`src/logic/tsrp_consts.vh`:
```
// Constants for the temperature result and pointer readout block
`ifndef TSRP_CONSTS_VH
`define TSRP_CONSTS_VH

// ----------------------------------------------------------------------
// Pointer decode (command byte)
// ----------------------------------------------------------------------
`define TSRP_CMD_RW_BIT      7
`define TSRP_PTR_CTRL        3'h1
`define TSRP_PTR_UPPER       3'h2
`define TSRP_PTR_LOWER       3'h3
`define TSRP_PTR_IDENT       3'h7
`define TSRP_CMD_RESET       8'h00

// ----------------------------------------------------------------------
// Control/status fields, positions within their byte
// ----------------------------------------------------------------------
`define TSRP_CS_PDOWN_BIT    7
`define TSRP_CS_SINGLE_BIT   6
`define TSRP_CS_RES_HI       5
`define TSRP_CS_RES_LO       4
`define TSRP_CS_RSV_HI       2
`define TSRP_CS_RSV_LO       1

// ----------------------------------------------------------------------
// Resolution codes and reset values
// ----------------------------------------------------------------------
`define TSRP_RES_13          2'h0
`define TSRP_RES_14          2'h1
`define TSRP_RES_15          2'h2
`define TSRP_RES_16          2'h3
`define TSRP_UPPER_RESET     16'h4880
`define TSRP_LOWER_RESET     16'h4600
`define TSRP_LIMIT_MASK      16'hffe0
`define TSRP_SINGLE_MARK     16'h8000
`define TSRP_ZERO_WORD       16'h0000

// ----------------------------------------------------------------------
// Serial framing counts
// ----------------------------------------------------------------------
`define TSRP_WORD_BITS       5'h10
`define TSRP_BYTE_LAST       5'h07
`define TSRP_WORD_LAST       5'h0f

`endif

```
`src/logic/tsrp_core.v`:
```
// Serial temperature readout: result word, command pointer and register access
`timescale 1ns/1ps
`default_nettype none
`include "tsrp_consts.vh"

// What this block does
// - 14-bit: sign on top, toggle in bit zero, bit one forced zero.
// - 15-bit: sign on top, toggle in bit zero, magnitude between.
// - 16-bit: all sixteen bits are temperature, no toggle.
// - Result held as two's complement, 128 degrees down to 0.0078125.
// - Word shifted out MSB byte first, MSB first; host may stop early.
// - A running conversion finishes and updates the result before power-down.
// - Clearing power-down bit resumes continuous conversion.
// - All registers reachable in continuous and power-down modes.
// - In power-down the last result, continuous or single, stays readable.
// - Command bit seven says read or write for the next data phase.
// - Command bits six to three are zero; illegal pointer reads all zeros.
// - Pointer 1 control, 2 upper, 3 lower, 7 identity; others invalid.
// - Command pointer resets to zero, the temperature register.
// - Every transaction opens with the 16-bit temperature read.
// - Result invalid until the first conversion completes.
// - Resolution 13 to 16 bits comes from control bits five and four.
// - Bits unused at the chosen resolution read as zero.
// - Below 16 bits, bit zero flips per read if a conversion finished.
// - While a single conversion is pending the result reads 8000h.
// - Resolution code 0..3 selects 13, 14, 15, 16 bits.
// - Falling select starts a frame; first sixteen clocks shift temperature out.
// - Written data latches only in whole bytes.
// - Single request starts one conversion only while powered down.
module tsrp_core
#(
   parameter [15:0] ID_CODE = 16'h5a00   // Arbitrary identity value
)
(
   input  wire        clk_i,
   input  wire        resetn_i,
   input  wire        ce_i,
   input  wire        sel_n_i,
   input  wire        serial_shift_clock_i,
   input  wire        sio_i,
   output wire        sio_o,
   output wire        sio_oe_n_o,
   input  wire        conv_done_i,
   input  wire [15:0] conv_result_i,
   input  wire        conv_busy_i,
   output wire        conv_run_o,
   output wire        conv_single_o,
   output wire [1:0]  resolution_o,
   output wire        power_down_o,
   output wire        data_valid_o,
   output wire        conversion_done_flag_o
);

   // ----------------------------------------------------------------------
   // Serial phases
   // ----------------------------------------------------------------------
   localparam [1:0] PH_TEMP = 2'h0;
   localparam [1:0] PH_CMD  = 2'h1;
   localparam [1:0] PH_RD   = 2'h2;
   localparam [1:0] PH_WR   = 2'h3;

   // ----------------------------------------------------------------------
   // Functions
   // ----------------------------------------------------------------------

   // Legal pointer: bits six to three zero and a mapped register select
   function ptr_ok;
      input [7:0] p;
      begin
         ptr_ok = 1'b0;
         if (p[6:3] == 4'h0)
         begin
            case (p[2:0])
               `TSRP_PTR_CTRL:  ptr_ok = 1'b1;
               `TSRP_PTR_UPPER: ptr_ok = 1'b1;
               `TSRP_PTR_LOWER: ptr_ok = 1'b1;
               `TSRP_PTR_IDENT: ptr_ok = 1'b1;
               default:         ptr_ok = 1'b0;
            endcase
         end
      end
   endfunction

   // Shape the raw result for the chosen resolution
   function [15:0] fmt_temp;
      input [15:0] raw;
      input [1:0]  res;
      input        tog;
      begin
         case (res)
            `TSRP_RES_13: fmt_temp = {raw[15:3], 2'b00, tog};
            `TSRP_RES_14: fmt_temp = {raw[15:2], 1'b0, tog};
            `TSRP_RES_15: fmt_temp = {raw[15:1], tog};
            default:      fmt_temp = raw;
         endcase
      end
   endfunction

   // ----------------------------------------------------------------------
   // Pin synchronisers
   // ----------------------------------------------------------------------
   wire sel_n_s;
   wire sclk_s;
   wire sdi_s;

   tsrp_pin_sync #(.RST_VAL(1'b1)) u_sync_sel
   (
      .clk_i    (clk_i),
      .resetn_i (resetn_i),
      .ce_i     (ce_i),
      .pin_i    (sel_n_i),
      .level_o  (sel_n_s)
   );

   tsrp_pin_sync #(.RST_VAL(1'b0)) u_sync_sclk
   (
      .clk_i    (clk_i),
      .resetn_i (resetn_i),
      .ce_i     (ce_i),
      .pin_i    (serial_shift_clock_i),
      .level_o  (sclk_s)
   );

   tsrp_pin_sync #(.RST_VAL(1'b0)) u_sync_sdi
   (
      .clk_i    (clk_i),
      .resetn_i (resetn_i),
      .ce_i     (ce_i),
      .pin_i    (sio_i),
      .level_o  (sdi_s)
   );

   // ----------------------------------------------------------------------
   // State
   // ----------------------------------------------------------------------
   reg        sel_n_q;
   reg        sclk_q;
   reg [1:0]  phase_q;
   reg [4:0]  cnt_q;
   reg [7:0]  in_q;
   reg [15:0] out_q;
   reg        oe_n_q;
   reg [7:0]  ptr_q;
   reg [15:0] temp_q;
   reg        valid_q;
   reg        new_q;
   reg        tog_q;
   reg        pend_q;
   reg        dav_q;
   reg        pdown_q;
   reg        shut_q;
   reg        single_q;
   reg [1:0]  res_q;
   reg [1:0]  rsv_q;
   reg [15:0] upper_q;
   reg [15:0] lower_q;

   // Edge finding on the filtered pins; clock edges only count inside a frame
   wire       sel_fall  = sel_n_q & ~sel_n_s;
   wire       sclk_rise = ~sclk_q & sclk_s & ~sel_n_s;
   wire       sclk_fall = sclk_q & ~sclk_s & ~sel_n_s;
   wire [7:0] byte_in   = {in_q[6:0], sdi_s};
   wire       tog_next  = tog_q ^ new_q;
   wire [15:0] ctrl_word = {pdown_q, 6'h00, dav_q, 2'b00, res_q, 1'b0, rsv_q, 1'b0};

   // Word presented at the opening of each frame
   wire [15:0] temp_word = pend_q ? `TSRP_SINGLE_MARK
                                  : fmt_temp(temp_q, res_q, tog_next);

   // ----------------------------------------------------------------------
   // Read data for a freshly received read command
   // ----------------------------------------------------------------------
   reg [15:0] rd_word;

   always @*
   begin
      rd_word = `TSRP_ZERO_WORD;
      if (ptr_ok(byte_in))
      begin
         case (byte_in[2:0])
            `TSRP_PTR_CTRL:  rd_word = ctrl_word;
            `TSRP_PTR_UPPER: rd_word = upper_q & `TSRP_LIMIT_MASK;
            `TSRP_PTR_LOWER: rd_word = lower_q & `TSRP_LIMIT_MASK;
            `TSRP_PTR_IDENT: rd_word = ID_CODE;
            default:         rd_word = `TSRP_ZERO_WORD;
         endcase
      end
   end

   // ----------------------------------------------------------------------
   // Serial engine, register file and conversion bookkeeping
   // ----------------------------------------------------------------------

   // One process so that every flag has a single writer; the conversion
   // section sits last so a completion beats a clear in the same cycle
   always @(posedge clk_i)
   begin
      if (!resetn_i)
      begin
         sel_n_q  <= 1'b1;
         sclk_q   <= 1'b0;
         phase_q  <= PH_TEMP;
         cnt_q    <= 5'h00;
         in_q     <= 8'h00;
         out_q    <= 16'h0000;
         oe_n_q   <= 1'b1;
         ptr_q    <= `TSRP_CMD_RESET;
         temp_q   <= 16'h0000;
         valid_q  <= 1'b0;
         new_q    <= 1'b0;
         tog_q    <= 1'b0;
         pend_q   <= 1'b0;
         dav_q    <= 1'b0;
         pdown_q  <= 1'b0;
         shut_q   <= 1'b0;
         single_q <= 1'b0;
         res_q    <= `TSRP_RES_13;
         rsv_q    <= 2'b00;
         upper_q  <= `TSRP_UPPER_RESET;
         lower_q  <= `TSRP_LOWER_RESET;
      end
      else if (ce_i)
      begin
         sel_n_q  <= sel_n_s;
         sclk_q   <= sclk_s;
         single_q <= 1'b0;

         // Select high ends any phase and frees the data line
         if (sel_n_s)
         begin
            phase_q <= PH_TEMP;
            cnt_q   <= 5'h00;
            oe_n_q  <= 1'b1;
         end
         else if (sel_fall)
         begin
            // Each frame opens with the temperature word; this is its read
            phase_q <= PH_TEMP;
            cnt_q   <= 5'h00;
            out_q   <= temp_word;
            oe_n_q  <= 1'b0;
            if (!pend_q && res_q != `TSRP_RES_16)
               tog_q <= tog_next;
            new_q   <= 1'b0;
         end
         else
         begin
            // Bits move on the falling clock; the fall after a read command keeps bit 15
            if (sclk_fall && (phase_q == PH_TEMP || (phase_q == PH_RD && cnt_q != 5'h00)))
               out_q <= {out_q[14:0], 1'b0};
            if (sclk_rise)
            begin
               in_q  <= byte_in;
               cnt_q <= cnt_q + 5'h01;
               case (phase_q)
                  PH_TEMP:
                  begin
                     // Line turns round after the sixteenth bit
                     if (cnt_q == `TSRP_WORD_LAST)
                     begin
                        phase_q <= PH_CMD;
                        cnt_q   <= 5'h00;
                        oe_n_q  <= 1'b1;
                     end
                  end
                  PH_CMD:
                  begin
                     if (cnt_q == `TSRP_BYTE_LAST)
                     begin
                        ptr_q <= byte_in;
                        cnt_q <= 5'h00;
                        if (byte_in[`TSRP_CMD_RW_BIT])
                        begin
                           phase_q <= PH_RD;
                           out_q   <= rd_word;
                           oe_n_q  <= 1'b0;
                           // Reading the control word consumes the done flag
                           if (ptr_ok(byte_in) && byte_in[2:0] == `TSRP_PTR_CTRL)
                              dav_q <= 1'b0;
                        end
                        else
                           phase_q <= PH_WR;
                     end
                  end
                  PH_RD:
                  begin
                     if (cnt_q == `TSRP_WORD_LAST)
                     begin
                        phase_q <= PH_CMD;
                        cnt_q   <= 5'h00;
                        oe_n_q  <= 1'b1;
                     end
                  end
                  PH_WR:
                  begin
                     // Upper byte commits at bit eight, lower byte at sixteen
                     if (cnt_q == `TSRP_BYTE_LAST && ptr_ok(ptr_q))
                     begin
                        case (ptr_q[2:0])
                           `TSRP_PTR_CTRL:
                           begin
                              pdown_q <= byte_in[`TSRP_CS_PDOWN_BIT];
                              if (byte_in[`TSRP_CS_SINGLE_BIT] && shut_q)
                              begin
                                 single_q <= 1'b1;
                                 pend_q   <= 1'b1;
                                 dav_q    <= 1'b0;
                              end
                           end
                           `TSRP_PTR_UPPER: upper_q[15:8] <= byte_in;
                           `TSRP_PTR_LOWER: lower_q[15:8] <= byte_in;
                           default: ;
                        endcase
                     end
                     if (cnt_q == `TSRP_WORD_LAST)
                     begin
                        phase_q <= PH_CMD;
                        cnt_q   <= 5'h00;
                        if (ptr_ok(ptr_q))
                        begin
                           case (ptr_q[2:0])
                              `TSRP_PTR_CTRL:
                              begin
                                 res_q <= byte_in[`TSRP_CS_RES_HI:`TSRP_CS_RES_LO];
                                 rsv_q <= byte_in[`TSRP_CS_RSV_HI:`TSRP_CS_RSV_LO];
                              end
                              `TSRP_PTR_UPPER: upper_q[7:0] <= byte_in;
                              `TSRP_PTR_LOWER: lower_q[7:0] <= byte_in;
                              default: ;
                           endcase
                        end
                     end
                  end
                  default: phase_q <= PH_TEMP;
               endcase
            end
         end

         // Power-down waits for an idle converter; once down it stays down
         // through a single conversion until the host clears the bit
         shut_q <= pdown_q & (shut_q | ~conv_busy_i);

         // Completion updates the result last so it beats any clear
         if (conv_done_i)
         begin
            temp_q  <= conv_result_i;
            valid_q <= 1'b1;
            new_q   <= 1'b1;
            dav_q   <= 1'b1;
            pend_q  <= 1'b0;
         end
      end
   end

   // ----------------------------------------------------------------------
   // Outputs
   // ----------------------------------------------------------------------
   assign sio_o                  = out_q[15];
   assign sio_oe_n_o             = oe_n_q;
   assign conv_run_o             = ~pdown_q;
   assign conv_single_o          = single_q;
   assign resolution_o           = res_q;
   assign power_down_o           = shut_q;
   assign data_valid_o           = valid_q;
   assign conversion_done_flag_o = dav_q;

endmodule
`default_nettype wire

```
`src/logic/tsrp_pin_sync.v`:
```
// Three-stage pin synchroniser with agreement filter
`timescale 1ns/1ps
`default_nettype none

module tsrp_pin_sync
#(
   parameter RST_VAL = 1'b0
)
(
   input  wire clk_i,
   input  wire resetn_i,
   input  wire ce_i,
   input  wire pin_i,
   output wire level_o
);

   reg s1_q;
   reg s2_q;
   reg s3_q;
   reg lvl_q;

   // The first stage feeds only the second; a change is taken once stages two and three agree
   always @(posedge clk_i)
   begin
      if (!resetn_i)
      begin
         s1_q  <= RST_VAL;
         s2_q  <= RST_VAL;
         s3_q  <= RST_VAL;
         lvl_q <= RST_VAL;
      end
      else if (ce_i)
      begin
         s1_q <= pin_i;
         s2_q <= s1_q;
         s3_q <= s2_q;
         if (s2_q == s3_q)
            lvl_q <= s3_q;
      end
   end

   assign level_o = lvl_q;

endmodule
`default_nettype wire
```
`config.mk`:
```
export PLATFORM = sky130hd
export DESIGN_NAME = tsrp_core
export DESIGN_NICKNAME = d
export VERILOG_FILES = /design/src/logic/tsrp_core.v /design/src/logic/tsrp_pin_sync.v
export VERILOG_INCLUDE_DIRS = /design/src /design/src/logic
export SDC_FILE = /design/constraint.sdc
export NUM_CORES = 1
export LEC_CHECK = 0
export ABC_AREA = 0
export ABC_CLOCK_PERIOD_IN_PS = 2350
export BUFFER_PORTS_ARGS = -buffer_cell sky130_fd_sc_hd__buf_2
export CORE_UTILIZATION = 55
export CTS_CLUSTER_DIAMETER = 100
export DETAILED_ROUTE_END_ITERATION = 8
export PLACE_DENSITY = 0.81
export SYNTH_ARGS = -nofsm -noshare
export SYNTH_HDL_FRONTEND = slang
export SYNTH_HIERARCHICAL = 1
export SYNTH_SLANG_ARGS = --single-unit
```
`constraint.sdc`:
```
create_clock -name clk_i -period 2.35 [get_ports clk_i]
set_input_delay 0.1175 -clock clk_i [delete_from_list [all_inputs] [get_ports clk_i]]
set_output_delay 0.1175 -clock clk_i [all_outputs]
set_load 0.05 [all_outputs]
```
== Yosys cells after proc, flatten, opt, wreduce, memory -nomap -nowiden ==
Index checks and enable logic that the tools add are counted.
W data, S select, Z words.
Word-level totals
  register bits: 112
  input bits: 24
  output and inout bits: 9
  word-level logic and storage cells: 211
Cells by class
  add/subtract/negate cells: 1
  equality and inequality tests: 31
  multiplexer cells: 84
  bitwise logic cells: 14
  reduce and logical (&&, ||, !) cells: 46
Operator list (number)
  $mux W16: 8
  $pmux W16 S4: 1
  $mux W1: 60
  $reduce_and A8 Y1: 4
  $mux W5: 5
  $reduce_and A7 Y1: 3
  $ne A3 B3 Y1 const B: 5
  $eq A3 B2 Y1 const B: 4
  $reduce_and A2 Y1: 6
  $reduce_and A4 Y1: 3
  $reduce_and A6 Y1: 2
  $reduce_bool A2 Y1: 6
  $reduce_and A11 Y1: 1
  $mux W2: 5
  $pmux W5 S2: 1
  $pmux W3 S3: 1
  $logic_not A4 Y1: 2
  $ne A4 B1 Y1 const B: 2
  $ne A4 B3 Y1 const B: 2
  $reduce_or A4 Y1: 2
  $and A1 B1 Y1: 6
  $eq A2 B2 Y1 const B: 3
  $eq A3 B1 Y1 const B: 2
  $eq A3 B3 Y1 const B: 2
  22 further kinds: 40

== Longest topological paths before layout ==
  word-level depth: 21
  depth in mapped cells: 7

== Hierarchy ==
The synthesis kept the hierarchy.
Modules (own cells, without submodules)
  tsrp_core: instances 1, cells each 549, area an instance 4619.4 um^2, seq. area each 1801.7 um^2
  tsrp_pin_sync (u_sync_sclk ...): instances 2, cells each 17, area an instance 172.7 um^2, seq. area each 80.1 um^2
  tsrp_pin_sync (u_sync_sel): instances 1, cells each 15, area an instance 147.6 um^2, seq. area each 80.1 um^2

== Least setup slack after synthesis ==
Ideal clock, no wire load.
  path type: flip-flop to flip-flop
  from: register cnt_q[4]
  to: register out_q[8]
  setup time: 120 ps
  arrival: 1727 ps
  data required time: 2230 ps
  path slack: 503 ps
  stages on the path, launching flop included: 6
  clock period less this slack: 1847 ps
  cells stage by stage: dfxtp_1 or2_2 clkbuf_1 o21ai_2 mux2_2 a211o_1
On the way
  longest elaborated chain between the ends: 10
  elaborated cells between the ends (all ways): 11
Ends and longest elaborated chain
  start: declaration: RTL line tsrp_core.v:139  | reg [4:0] cnt_q;
  start signal: assignment: RTL line tsrp_core.v:254  | cnt_q <= cnt_q + 5'h01;
  $reduce_bool A5 Y1: RTL line tsrp_core.v:249  | if (sclk_fall && (phase_q == PH_TEMP || (phase_q == PH_RD && cnt_q != 5'h00)))
  $logic_and A1 B1 Y1: RTL line tsrp_core.v:249
  $logic_or A1 B1 Y1: RTL line tsrp_core.v:249
  $logic_and A1 B1 Y1: RTL line tsrp_core.v:249
  $mux W16: RTL line tsrp_core.v:249
  $mux W16: RTL line tsrp_core.v:272  | if (byte_in[`TSRP_CMD_RW_BIT])
  $mux W16: RTL line tsrp_core.v:268  | if (cnt_q == `TSRP_BYTE_LAST)
  $mux W16: RTL line tsrp_core.v:255  | case (phase_q)
  $mux W16 (*): RTL line tsrp_core.v:251  | if (sclk_rise)
  $mux W16 (*): RTL line tsrp_core.v:235  | else if (sel_fall)
  end signal: assignment: RTL line tsrp_core.v:240  | out_q <= temp_word;
  end signal: assignment: RTL line tsrp_core.v:250  | out_q <= {out_q[14:0], 1'b0};
  end signal: assignment: RTL line tsrp_core.v:275  | out_q <= rd_word;
  end: declaration: RTL line tsrp_core.v:141  | reg [15:0] out_q;
Mark *: on every way between the ends. The rest lies on a longest branch, timed or not.
A chain may end at the register's enable or synchronous reset.

== Final worst setup path ==
  from: register cnt_q[1]
  to: register out_q[12]
The elaborated chain is that of the path after synthesis.

==> results.cfg <==
[cts]
numCtsBuffers = 9
cts_tree = built
insertion_delay_ps = 370
clk_pin_slew_ps = 100
cts_buffer_depth = 2
root_buffer = clkbuf_8
cts.repair_timing.setup_buffer_count = 0
htreeDepth = 3
clock-sinks = 102

[global_routing]
grt_pass1_wl_um = 22710
grt_max_degree = 53
grt_overflow = 0
grt_pass1_vias = 4578
grt_usage = 0.2959
antenna_found_initial = 0

[worst_setup_path]
critPathSlowestCell = or4_1
cp.arrival_ps = 2480
cp_num_buf_inv = 1
r2r-start = cnt_q[1]
r2r-end = out_q[12]
worstPathMaxFanout = 9
rrSetupSlack_ps = 170
critPathTopFamily = simple AND/OR/NAND/NOR gates
crit_chain = ha_1 -> nor4bb_2 -> buf_4 -> nand2_1 -> or4_1 -> a31oi_1
path_class = reg2reg
critPathLaunchType = register
slowest_delay_ps = 590
required_ps = 2650
worstSetupEndpointType = register
r2r_cells = 6
critPathLaunch = cnt_q[1]

[worst_hold_path]
worstHoldStart = serial_shift_clock_i
whs_path_depth = 3
hold_end = u_sync_sclk/s1_q
holdCritPathClass = in2reg

[yosys]
synth_commonest_cells = 102 x dfxtp_1, 102 x nand2_1, 48 x a21oi_1, 48 x mux2i_1, 40 x nor2_1
netlist_area_mm2 = 0.005112
synth-edff-count = 0
synth.top_cell.area_share = 0.3994
ys.flop_type = dfxtp_1
synth_cell_type_count = 75
postSynthNetCount = 626
synth-seq-cells = 102
syn_area_per_cell_um2 = 8.549
synth_area_leaders = dfxtp_1 40%, mux2i_1 9.4%, nand2_1 7.5%
yosysWarnings = 6
yosysTopAreaCell = dfxtp_1
yosysSeqAreaShare = 0.3994
synthCells = 598
async_reset_ff_frac = 0

[final_layout]
n_fill_cell = 730
nets = 672
antenna_cells = 0
final_cells = 757
areaGrowthSynthToFinish_pct = 13.14
drive_above_1_share = 0.1649

[routing]
dr.max_layer_used = met4
routed-wl-met2_um = 6661
dr.pass1.iters = 9
avgRoutedWirePerCell_um = 18.28
num_vias = 4696
wl_um = 13840
ant_nets = 0
met1Wirelength_um = 5919
drt_iter0_markers = 325
viasPerCell = 6.203
drc_errors = 1
wl_met3_um = 819

[sta]
skew_ps = 8.633
max_slew_margin = 0.3974
period_minus_slack_ps = 2182
hold_violations = 0
finalCritPeriodShare = 0.9287
final-max-slew-violation-count = 0
setup_ws_ps = 167.6
grt_setup_unrepaired = false
finalSetupTns_ps = 0
setup_viol = 0
worst_slew_pin_slew_ps = 901.9
fmax_mhz = 458.2

[placement]
dp_hpwl_um = 9829
placedCellCount = 723
post-place-ws_ps = 212.3
port_buffers = 32
gp_congestion = 0.8779

[floorplanning]
die_x_um = 98.41
initial_core_util = 0.5778
core-area_mm2 = 0.008848
die-area_mm2 = 0.009685
rows = 34
die_h_um = 98.41
pin_count = 33

[flow_run]
drv_cap = 0

[power_and_ir_drop]
power.share.sequential = 0.590
internal_power_mw = 2.238
clkPwrFrac = 0.349
vdd_drop_max_mv = 0.4388
swShare = 0.2577
switchingPower_uw = 777.0
power_density_mw_per_mm2 = 521.2
leakage_nw = 2.127
power_frac_comb = 0.061

[run_status]
status = finished with violations
violations = design-rule violations
==> power groups by stage <==
stage / Combinational [mW] / Clock (mW) / Sequential (mW)
floorplan: 0.0944 / 0 / 1.82
global placement: 0.154 / 0 / 1.81
detailed placement: 0.159 / 0 / 1.82
CTS: 0.183 / 1.07 / 1.78
global route: 0.201 / 1.13 / 1.78
finish: 0.185 / 1.05 / 1.78
==> worst min-delay path, stage by stage <==
cell and delay (ps):
buf_2 80, mux2i_1 60, nor2_1 110
==> how the worst max path moves through the flow <==
stage / endpoint / slack, ps / depth (start not counted)
after floorplan: out_q[8] / 500 / 5
after global placement: out_q[11] / 340 / 6
after detailed placement: upper_q[14] / 210 / 6
after CTS: upper_q[14] / 170 / 6
after global routing: out_q[10] / 4 / 6
final: out_q[12] / 170 / 6
==> metal layers <==
metal  vias to the layer above  GRT usage
met4                         0     0.1217
met3                        36    0.06028
met5                         -          0
met1                      2252     0.3687
met2                       163     0.5016
li1                       2245          -
==> cell type report <==
cell class,instances,area (um^2),share of cell area
clock buffer,10,127.6,0.02206
inverter,17,63.81,0.01103
timing repair buffer,71,510.5,0.08825
multi-input combinational,443,2855,0.4936
clock inverter,6,50.05,0.008652
sequential,102,2042,0.3530
tap,108,135.1,0.02336
==> sequential cells by signal (all words and copies together), names as in the netlist, 2 cells and up <==
register and flops:
out_q 16, temp_q 16, lower_q 11, upper_q 11
in_q 7, ptr_q 7, cnt_q 5, phase_q 2
resolution_o 2, rsv_q 2
==> what timing repair did <==
action                                  4_1_cts  5_1_grt
hold buffers                                 18        0
resized for setup                             0        1
endpoints found under the setup margin        0        9
endpoints found under the hold margin        18        0
==> metrics by stage <==
| stage | power, mW | util | hold slack, ps | cell area, um^2 |
|---|---|---|---|---|
| 6_report | 3.015 | 0.6537 | 43.24 | 5784 |
| 5_1_grt | 3.113 | 0.6537 | 45.02 | 5784 |
| 4_1_cts | 3.026 | 0.6530 | 22.16 | 5778 |
| 3_5_place_dp | 1.976 | 0.6126 | 363.8 | 5420 |
| 3_3_place_gp | 1.969 | 0.6126 | 345.3 | 5420 |
| 2_1_floorplan | 1.917 | - | 179.4 | 5112 |
==> cell usage in the layout (no fill, tap or decap), types with 3 or more instances in the layout <==
cell type and count:
nand2_1 102, dfxtp_1 102, mux2i_1 48, a21oi_1 48, nor2_1 40, buf_2 32, o21ai_0 25, nand3_1 20
buf_4 20, dlygate4sd3_1 18, inv_1 17, nand4_1 12, a31oi_1 12, o211ai_1 10, clkbuf_8 9, nor2b_1 7
mux2_2 6, or4_1 6, a22oi_1 6, nand2b_1 5, o21a_1 5, a31o_2 5, nor3b_1 4, and2_1 4
or2_2 4, nand3b_1 4, o22ai_1 4, ha_1 4, and3_1 3, o221a_2 3, inv_6 3
==> cell families (layout without fill, tap and decap cells) <==
group           count (synthesis)  after routing  share of synthesized area
compound gates                143            143                     0.1848
mux                            54             54                     0.1072
flops                         102            102                     0.3994
xor+xnor                        2              2                   0.003427
fa+ha+maj                       4              4                   0.009790
simple gates                  240            240                     0.2521
buf+inv                        53            104                    0.04332
(Power assumes the default switching activity.)
